==> config.mk <==
export PLATFORM = sky130hd
export DESIGN_NAME = pfs_sequencer
export DESIGN_NICKNAME = d
export VERILOG_FILES = /design/src/pfs_pkg.sv /design/src/pfs_tick_gen.sv /design/src/pfs_sequencer.sv
export SDC_FILE = /design/constraint.sdc
export NUM_CORES = 1
export LEC_CHECK = 0
export ABC_AREA = 1
export BUFFER_PORTS_ARGS = -buffer_cell sky130_fd_sc_hd__buf_2
export CAP_MARGIN = 30
export CORE_MARGIN = 1.5
export CORE_UTILIZATION = 50
export DETAILED_ROUTE_END_ITERATION = 7
export HOLD_SLACK_MARGIN = 0.02
export PLACE_DENSITY = 0.74
export REMOVE_ABC_BUFFERS = 1
export SKIP_LAST_GASP = 1
export SLEW_MARGIN = 30
export SYNTH_ARGS = -nofsm -noshare
export SYNTH_HDL_FRONTEND = slang
export SYNTH_SLANG_ARGS = --single-unit
==> constraint.sdc <==
create_clock -name sys_clk_in -period 4.1 [get_ports sys_clk_in]
set_input_delay 0.615 -clock sys_clk_in [delete_from_list [all_inputs] [get_ports sys_clk_in]]
set_output_delay 0.615 -clock sys_clk_in [all_outputs]
set_load 0.005 [all_outputs]
==> src/pfs_pkg.sv <==
/*
  Package for the program flow sequencer: opcodes, wait types, widths,
  tick timing and the packed structs that carry instructions and axis status.
  Assumes one 100 MHz system clock shared by all users of the package.
*/
package pfs_pkg;
  localparam int PFS_AXES = 6;
  localparam int PFS_STACK_DEPTH = 8;
  localparam int PFS_SP_W = 4;
  localparam int PFS_PC_W = 32;
  // Opcodes
  localparam logic [7:0] PFS_OP_JUMP_ALWAYS = 8'h16;
  localparam logic [7:0] PFS_OP_CALL_SUB = 8'h17;
  localparam logic [7:0] PFS_OP_RETURN_SUB = 8'h18;
  localparam logic [7:0] PFS_OP_WAIT = 8'h1B;
  localparam logic [7:0] PFS_OP_JUMP_COND = 8'h15;
  localparam logic [7:0] PFS_JC_TIMEOUT = 8'h08;
  // Wait types
  localparam logic [7:0] PFS_WAIT_TICKS = 8'h00;
  localparam logic [7:0] PFS_WAIT_TARGET = 8'h01;
  localparam logic [7:0] PFS_WAIT_HOME_SWITCH = 8'h02;
  localparam logic [7:0] PFS_WAIT_END_SWITCH = 8'h03;
  localparam logic [7:0] PFS_WAIT_HOMING_DONE = 8'h04;
  localparam logic [31:0] PFS_VALUE_USE_ACC = 32'hFFFFFFFF;
  // Tick timing
  localparam int PFS_CLK_HZ = 100_000_000;
  localparam int PFS_TICK_MS = 10;
  localparam int PFS_TICK_CYCLES = PFS_CLK_HZ / 1000 * PFS_TICK_MS;
  localparam int PFS_PRESC_W = 20;
  localparam logic [PFS_PC_W-1:0] PFS_PC_RESET = 32'h00000000;

  // One instruction as handed in by the fetch logic
  typedef struct packed {
    logic [7:0] opcode;
    logic [7:0] kind;
    logic [7:0] motor;
    logic [31:0] value;
  } pfs_instr_t;

  // Per-axis status from the motion controller
  typedef struct packed {
    logic [PFS_AXES-1:0] target_reached;
    logic [PFS_AXES-1:0] home_switch;
    logic [PFS_AXES-1:0] end_switch_left;
    logic [PFS_AXES-1:0] end_switch_right;
    logic [PFS_AXES-1:0] homing_done;
  } pfs_axis_t;

  typedef enum logic [1:0] {
    PFS_ST_IDLE = 2'b00,
    PFS_ST_WAIT = 2'b01
  } pfs_state_t;
endpackage : pfs_pkg

==> src/pfs_tick_gen.sv <==
/*
  Free-running prescaler giving a one-cycle enable every 10 ms tick.
  Assumes the 100 MHz system clock and a synchronous active-high reset.
*/
`timescale 1ns/10ps
module pfs_tick_gen
  import pfs_pkg::*;
#(
  parameter int TICK_CYCLES = PFS_TICK_CYCLES
)
(
  input wire logic sys_clk_in,
  input wire logic rst_in,
  output logic tick_out
);
  logic [PFS_PRESC_W-1:0] cnt_q;
  wire last_w = (cnt_q == PFS_PRESC_W'(TICK_CYCLES - 1));

  // Count cycles and pulse on wrap
  always_ff @(posedge sys_clk_in)
  begin
    if (rst_in)
    begin
      cnt_q <= '0;
      tick_out <= 1'b0;
    end
    else
    begin
      cnt_q <= last_w ? '0 : cnt_q + 1'b1;
      tick_out <= last_w;
    end
  end
endmodule : pfs_tick_gen

==> src/pfs_sequencer.sv <==
/*
  Program flow sequencer: jump, call, return with an 8-deep return stack,
  conditional jump on timeout, and the event/tick wait with timeout.
  Assumes instructions arrive one per exec strobe from the fetch logic and
  that axis status pins come from outside the clock domain.
// Operation
// - Jump loads program counter from value
// - Call pushes counter then jumps
// - Return stack holds eight entries
// - Call on full stack does nothing
// - Return pops and resumes after call
// - Return on empty stack does nothing
// - Wait holds counter until condition/timeout
// - Wait types zero to four decoded
// - Tick wait ignores motor, counts ticks
// - One tick lasts ten milliseconds
// - Type one waits for target reached
// - Type two waits for home switch
// - Type three waits either end switch
// - Type four waits homing done
// - Zero timeout means wait forever
// - Value minus one uses accumulator
// - Timeout sets sticky flag, continues
// - Only active in standalone execution
// - Conditional type eight tests timeout flag
*/
`timescale 1ns/10ps
module pfs_sequencer
  import pfs_pkg::*;
(
  input wire logic sys_clk_in,
  input wire logic rst_in,
  input wire logic exec_in,
  input wire logic standalone_in,
  input wire pfs_instr_t instr_in,
  input wire logic [31:0] pc_in,
  input wire logic [31:0] accu_in,
  input wire pfs_axis_t axis_in,
  input wire logic clear_error_in,
  output logic pc_load_out,
  output logic [31:0] pc_out,
  output logic hold_out,
  output logic busy_out,
  output logic timeout_error_flag_out,
  output logic [PFS_SP_W-1:0] depth_out
);
  logic [31:0] stack_q [PFS_STACK_DEPTH];
  logic [PFS_SP_W-1:0] sp_q;
  pfs_state_t state_q;
  logic [31:0] count_q;
  logic [7:0] kind_q;
  logic [2:0] motor_q;
  logic timed_q;
  logic tick_w;
  pfs_axis_t sync1_q;
  pfs_axis_t sync2_q;

  pfs_tick_gen u_tick
  (
    .sys_clk_in(sys_clk_in),
    .rst_in(rst_in),
    .tick_out(tick_w)
  );

  // Two-stage synchroniser for the axis status pins
  always_ff @(posedge sys_clk_in)
  begin
    sync1_q <= axis_in;
    sync2_q <= sync1_q;
  end

  // Instruction decode
  wire go_w = exec_in & standalone_in & (state_q == PFS_ST_IDLE);
  wire is_jump_w = go_w & (instr_in.opcode == PFS_OP_JUMP_ALWAYS);
  wire is_call_w = go_w & (instr_in.opcode == PFS_OP_CALL_SUB);
  wire is_ret_w = go_w & (instr_in.opcode == PFS_OP_RETURN_SUB);
  wire is_wait_w = go_w & (instr_in.opcode == PFS_OP_WAIT)
    & (instr_in.kind <= PFS_WAIT_HOMING_DONE);
  wire is_jc_w = go_w & (instr_in.opcode == PFS_OP_JUMP_COND)
    & (instr_in.kind == PFS_JC_TIMEOUT) & timeout_error_flag_out;
  wire full_w = (sp_q == PFS_SP_W'(PFS_STACK_DEPTH));
  wire empty_w = (sp_q == '0);
  wire push_w = is_call_w & ~full_w;
  wire pop_w = is_ret_w & ~empty_w;
  wire [31:0] wval_w = (instr_in.value == PFS_VALUE_USE_ACC) ? accu_in
    : instr_in.value;
  wire [2:0] top_w = 3'(sp_q - 1'b1);

  // Condition select for the axis named by the wait
  wire [PFS_AXES-1:0] ends_w = sync2_q.end_switch_left | sync2_q.end_switch_right;
  wire ax_ok_w = (motor_q < 3'(PFS_AXES));
  wire ev_target_w = ax_ok_w & sync2_q.target_reached[motor_q];
  wire ev_home_w = ax_ok_w & sync2_q.home_switch[motor_q];
  wire ev_end_w = ax_ok_w & ends_w[motor_q];
  wire ev_homed_w = ax_ok_w & sync2_q.homing_done[motor_q];
  wire event_w = (kind_q == PFS_WAIT_TARGET) ? ev_target_w
    : (kind_q == PFS_WAIT_HOME_SWITCH) ? ev_home_w
    : (kind_q == PFS_WAIT_END_SWITCH) ? ev_end_w
    : (kind_q == PFS_WAIT_HOMING_DONE) ? ev_homed_w : 1'b0;
  wire tick_wait_w = (kind_q == PFS_WAIT_TICKS);
  wire expire_w = tick_w & (count_q == 32'h00000001);
  wire count_done_w = tick_wait_w & ((count_q == '0) | expire_w);
  wire timeout_w = ~tick_wait_w & timed_q & expire_w & ~event_w;
  wire wait_end_w = (state_q == PFS_ST_WAIT)
    & (count_done_w | (~tick_wait_w & event_w) | timeout_w);

  // Return stack entries
  always_ff @(posedge sys_clk_in)
  begin
    if (push_w)
      stack_q[sp_q[2:0]] <= pc_in;
  end

  // Stack pointer, emptied on reset
  always_ff @(posedge sys_clk_in)
  begin
    if (rst_in)
      sp_q <= '0;
    else if (push_w)
      sp_q <= sp_q + 1'b1;
    else if (pop_w)
      sp_q <= sp_q - 1'b1;
  end

  // Wait state and tick countdown
  always_ff @(posedge sys_clk_in)
  begin
    if (rst_in)
    begin
      state_q <= PFS_ST_IDLE;
      count_q <= '0;
      kind_q <= '0;
      motor_q <= '0;
      timed_q <= 1'b0;
    end
    else if (is_wait_w)
    begin
      state_q <= PFS_ST_WAIT;
      count_q <= wval_w;
      kind_q <= instr_in.kind;
      motor_q <= instr_in.motor[2:0];
      timed_q <= (wval_w != '0);
    end
    else if (wait_end_w)
      state_q <= PFS_ST_IDLE;
    else if (state_q == PFS_ST_WAIT && tick_w && count_q != '0)
      count_q <= count_q - 1'b1;
  end

  // Sticky timeout flag; a new timeout wins over a clear
  always_ff @(posedge sys_clk_in)
  begin
    if (rst_in)
      timeout_error_flag_out <= 1'b0;
    else if (timeout_w)
      timeout_error_flag_out <= 1'b1;
    else if (clear_error_in)
      timeout_error_flag_out <= 1'b0;
  end

  // Program counter load requests
  always_ff @(posedge sys_clk_in)
  begin
    if (rst_in)
    begin
      pc_load_out <= 1'b0;
      pc_out <= PFS_PC_RESET;
    end
    else
    begin
      pc_load_out <= is_jump_w | push_w | pop_w | is_jc_w;
      if (is_jump_w || push_w || is_jc_w)
        pc_out <= instr_in.value;
      else if (pop_w)
        pc_out <= stack_q[top_w];
    end
  end

  // Status outputs
  always_ff @(posedge sys_clk_in)
  begin
    if (rst_in)
    begin
      hold_out <= 1'b0;
      busy_out <= 1'b0;
      depth_out <= '0;
    end
    else
    begin
      hold_out <= is_wait_w | ((state_q == PFS_ST_WAIT) & ~wait_end_w);
      busy_out <= is_wait_w | ((state_q == PFS_ST_WAIT) & ~wait_end_w);
      depth_out <= push_w ? sp_q + 1'b1 : pop_w ? sp_q - 1'b1 : sp_q;
    end
  end
endmodule : pfs_sequencer

## Word-level counts from Yosys, hierarchy flattened

Memory sizes are Yosys's and may differ from the RTL's.
Cells that the tools add are included.

- Bits in registers: 165
- Bits of input ports: 155
- Output and inout port bits: 40
- Memories: 1
- Logic and storage cells: 125
- Bits in writable memories: 256

Memory list:

| name | words | bits a word | read ports | clocked after memory_dff | wr ports | line | text |
|---|---|---|---|---|---|---|---|
| stack_q | 8 | 32 | 1 | 0 | 1 | pfs_sequencer.sv:47 | `logic [31:0] stack_q [PFS_STACK_DEPTH];` |

- Bitwise gates (word level): 37
- Eq/ne operators: 15
- Mux-type cells: 26
- Magnitude comparators: 3
- $add $sub $neg: 4
- Reduce and logical (&&, ||, !) cells: 17

Operators by type and width:

| operator | number |
|---|---|
| 2-to-1 mux 32 bit | 6 |
| nonzero test 32 bit | 2 |
| == test 8 x 5 -> 1 bit, second input constant | 5 |
| == test 32 x 1 -> 1 bit, second input constant | 1 |
| == test 32 bit, second input constant | 1 |
| logical NOT 32 bit | 1 |
| subtractor 32 x 1 -> 32 bit, second input constant | 1 |
| bitwise AND 1 bit | 24 |
| adder 20 x 1 -> 20 bit, second input constant | 1 |
| == test 20 bit, second input constant | 1 |
| == test 8 x 2 -> 1 bit, second input constant | 2 |
| 2-to-1 mux 1 bit | 14 |
| binary-select mux 1 bit (select 3 bit) | 4 |
| nonzero test 2 bit | 5 |
| == test 8 x 1 -> 1 bit, second input constant | 1 |
| == test 8 x 3 -> 1 bit, second input constant | 1 |
| == test 8 x 4 -> 1 bit, second input constant | 1 |
| <= comparator 8 x 3 -> 1 bit, second input constant | 1 |
| logical NOT 8 bit | 1 |
| 2-to-1 mux 4 bit | 2 |
| OR 1 bit | 7 |
| OR 6 bit | 1 |
| NOT 1 bit | 5 |
| adder 4 x 1 -> 4 bit, second input constant | 1 |
| 11 further kinds | 13 |

## Longest topological paths before layout

- Depth after elaboration: 14
- Mapped depth: 16
- Gate-level depth less buffers: 16

## Modules after synthesis

A second synthesis with hierarchy kept.

- Cell total of the unflattened synthesis: 1712
- Area total of the unflattened synthesis: 17603.1 um^2

Modules (own cells, without submodules):

| module | area an instance (um^2) | instances | seq. area each (um^2) | cells an instance |
|---|---|---|---|---|
| pfs_sequencer | 16525.8 | 1 | 10570.1 | 1558 |
| pfs_tick_gen | 1077.3 | 1 | 420.4 | 154 |

## Worst setup path after synthesis

No wires, ideal clock.

- Path type: reg-to-reg
- Start: register depth_out[0] (netlist name)
- End: memory stack_q[2][0], enable pin
- Data arrival time: 4.047 ns
- Required time: 3.639 ns
- Buffers on the path: 3
- Period minus slack after synthesis: 4.508 ns
- Setup slack: -0.408 ns
- Library setup time: 0.461 ns
- Cell stages (with the launch flop): 13
- Path through: dfxtp_1 > buf_2 > inv_1 > buf_2 > buf_2 > ha_1 > nand2_1 > nor2_1 > nor2_1 > nand2_2 > inv_1 > nand2_1 > nor3_1

RTL lines:

| what | line |
|---|---|
| end: declaration | pfs_sequencer.sv:47 |

## Worst setup path in the final report

- Start: register depth_out[0]
- End: output port depth_out[0]

RTL lines:

| what | line | text |
|---|---|---|
| start: declaration | pfs_sequencer.sv:45 | `output logic [PFS_SP_W-1:0] depth_out` |
| start signal: assignment | pfs_sequencer.sv:192 | `depth_out <= push_w ? sp_q + 1'b1 : pop_w ? sp_q - 1'b1 : sp_q;` |

No word-level cell between the ends.

==> impl_metrics.tcl <==
set metrics [dict create \
    cpPeakStageDelay_ns 0.78 \
    coreArea_sq_um 35400 \
    drive_above_1_share_pct 16.3 \
    cp_cell_sequence "buf_4 > buf_4 > buf_2" \
    pin_count 195 \
    cts_hold_buf 0 \
    yosys-top-cells-count "nand2_1, nor2_1, edfxtp_1" \
    finalCritPeriodShare_pct 76.4 \
    viasPerCell 5.61 \
    ir_worst_vdd_mv 0.480 \
    wl_microns 49900 \
    fmax_ghz 0.319 \
    area_growth_pct 15.9 \
    synth_cell_types 46 \
    htreeDepth 2 \
    cts.path.max_buffers 3 \
    track_usage_pct 27.0 \
    firstDrtPassIters 6 \
    final.setup.tns_ns 0 \
    start_util_pct 50.6 \
    finalPower_mw 8.59 \
    final_util_pct 58.6 \
    port_buffers 189 \
    post_cts_resized 0 \
    hold_viol 0 \
    cellPowerDensity_nw_per_um2 414 \
    final-setup-viol-count 0 \
    routedWlPerCell_microns 19.5 \
    endpoint_kind "primary output" \
    netlist_area_sq_um 17900 \
    clock-sinks 421 \
    critPathSlowestCell "buf_4" \
    ys.flop_type "edfxtp_1" \
    yosysMostFrequentCell "nand2_1" \
    drt_iter0_markers 1355 \
    yosysTopAreaCell "edfxtp_1" \
    cts_root_buffer "clkbuf_16" \
    overflow 0 \
    power_leakage_nw 8.31 \
    synth_edf_count 256 \
    dieHeight_microns 192 \
    place_area_sq_um 19300 \
    p_sw_mw 1.79 \
    cp_max_fo 81 \
    intPower_mw 6.80 \
    rsz0062_at_grt "false" \
    pwr-share-comb_pct 2.7 \
    outcome "complete, no violations" \
    drt-met1-wl_microns 19500 \
    power.share.switching_pct 20.8 \
    die-area_sq_um 37000 \
    synth_top_area_share_pct 42.9 \
    cts_buffers 43 \
    grt_max_degree 82 \
    avgSynthCellArea_sq_um 9.51 \
    ys_async_sr_fraction_pct 0 \
    crit_required_ns 3.48 \
    synth_warnings 0 \
    crit_arrival_ns 2.52 \
    cap_violations 0 \
    nNetsFinal 2218 \
    finalMaxSlewViolations 0 \
    highest_layer "met5" \
    tightestPinTransition_ns 0.954 \
    drc 0 \
    synthTopCellsByArea "edfxtp_1, dfxtp_1, nand2_1" \
    fin_skew_ns 0.0146 \
    fillers 3035 \
    wl_met2_microns 23600 \
    grt_pass1_vias 13600 \
    pwr-share-seq_pct 52.6 \
    met3_length_microns 4250 \
    ys_seq_area_share_pct 61.4 \
    pre_cts_ws_ns 0.995 \
    synthCells 1883 \
    worstSkewPairLatency_ns 0.57 \
    hpwl_microns 32400 \
    ys_seq_elements 421 \
    p_clk_share_pct 44.6 \
    critPathKind "flip-flop to primary output" \
    cts_setup_buffers 0 \
    cp_top_family "buffers and inverters" \
    antenna_found_initial 7 \
    critPathBufInv 3 \
    clk_pin_slew_ns 0.06 \
    startpoint_type "flip-flop" \
    min_path_type "input port to flip-flop" \
    min_period_ns 3.13 \
    slew_headroom_pct 36.4 \
    tritoncts "done" \
    postLayoutCellArea_sq_um 20800 \
    grt_pass1_wl_microns 75200 \
    gp_congestion 0.892 \
    fp-row-count 69 \
    vias 14300 \
    die-width_microns 192 \
    ant_nets 0 \
    path_common_cell "buf_4" \
    layout_setup_ws_ns 0.969 \
]
==> worst reg2reg max path: stages, from the launching register on <==
cell       delay [ns]
dfxtp_1          0.47
inv_1            0.17
ha_1             0.33
buf_4            0.63
nor2_1           0.16
inv_1            0.60
o21ai_0          0.24
o2111ai_1        0.21
a21oi_1          0.12
==> area by class of cell <==
| cell class | count | area [sq um] | share of cell area [%] |
|---|---|---|---|
| Sequential cell | 421 | 11000 | 53.0 |
| Multi-Input combinational cell | 1233 | 6070 | 29.2 |
| Clock buffer | 63 | 1260 | 6.08 |
| Timing Repair Buffer | 221 | 1200 | 5.78 |
| Tap cell | 461 | 577 | 2.78 |
| Inverter | 137 | 514 | 2.48 |
| Clock inverter | 14 | 125 | 0.603 |
| Antenna cell | 5 | 12.5 | 0.0603 |
==> metrics by stage <==
| step | instances | hold WS [ns] |
|---|---|---|
| finish | 2555 | 0.146 |
| global route | 2552 | 0.114 |
| CTS | 2550 | 0.112 |
| detailed placement | 2473 | 0.312 |
| global placement | 2473 | 0.312 |
| floorplan | 1791 | 0.310 |
==> final timing paths <==
check	start	to	slack (ns)	depth (start not counted)
max	depth_out[0]$_SDFFE_PP0P_	depth_out[0]	0.97	3
min	axis_in[6]	sync1_q[6]$_DFF_P_	0.15	1
max reg2reg	depth_out[1]$_SDFFE_PP0P_	pc_out[20]$_SDFFE_PP0P_	1.05	8
min reg2reg	sync1_q[3]$_DFF_P_	sync2_q[3]$_DFF_P_	0.32	0
==> logic make-up (layout without fill, tap and decap cells) <==
kind of cell	count (synthesis)	in the layout	synth area share, %
and+or+nand+nor	840	840	19.8
DFF	421	421	61.4
AOI/OAI and AO/OA	342	342	10.9
buffers and inverters	229	435	5.11
xor gates and xnor gates	26	26	1.27
muxes	19	19	1.06
adders and majority gates	6	6	0.419
other	0	5	0
==> layer usage <==
metal  vias to the layer above  global-route usage (%)
met4                         6                    15.1
met1                      6740                    34.2
met5                         -                       0
li1                       6812                       -
met3                       134                    4.59
met2                       647                    43.9
==> state kept, by name (all words and copies together) (netlist names) <==
signal / flops
stack_q: 256
count_q: 32
pc_out: 32
sync1_q: 30
sync2_q: 30
u_tick.cnt_q: 20
kind_q: 8
depth_out: 4
motor_q: 3
busy_out: 1
pc_load_out: 1
state_q: 1
timed_q: 1
timeout_error_flag_out: 1
u_tick.tick_out: 1
==> cells in the final DEF, fill, tap and decap left out, drive strengths merged, types with 2 or more instances in the layout <==
| cell | n |
|---|---|
| o221a | 12 |
| nor4 | 9 |
| nand3b | 4 |
| nand4 | 36 |
| diode | 5 |
| clkinvlp | 3 |
| nor3b | 2 |
| o221ai | 30 |
| inv | 140 |
| o2111ai | 6 |
| edfxtp | 256 |
| a31oi | 3 |
| clkbuf | 63 |
| or2 | 4 |
| dfxtp | 165 |
| ha | 6 |
| xor2 | 18 |
| mux2i | 19 |
| nand2 | 344 |
| xnor2 | 8 |
| nand3 | 108 |
| nor3 | 32 |
| a21oi | 79 |
| o21ai | 205 |
| clkinv | 7 |
| buf | 221 |
| nor2 | 299 |
==> power groups by stage <==
stage	logic [mW]	registers [mW]	clock network (mW)
finish	0.235	4.52	3.83
global route	0.257	4.53	4.05
CTS	0.234	4.52	3.90
detailed placement	0.232	4.62	0
global placement	0.227	4.61	0
floorplan	0.0678	4.61	0
Note: power is estimated with default switching activity, not from simulation.
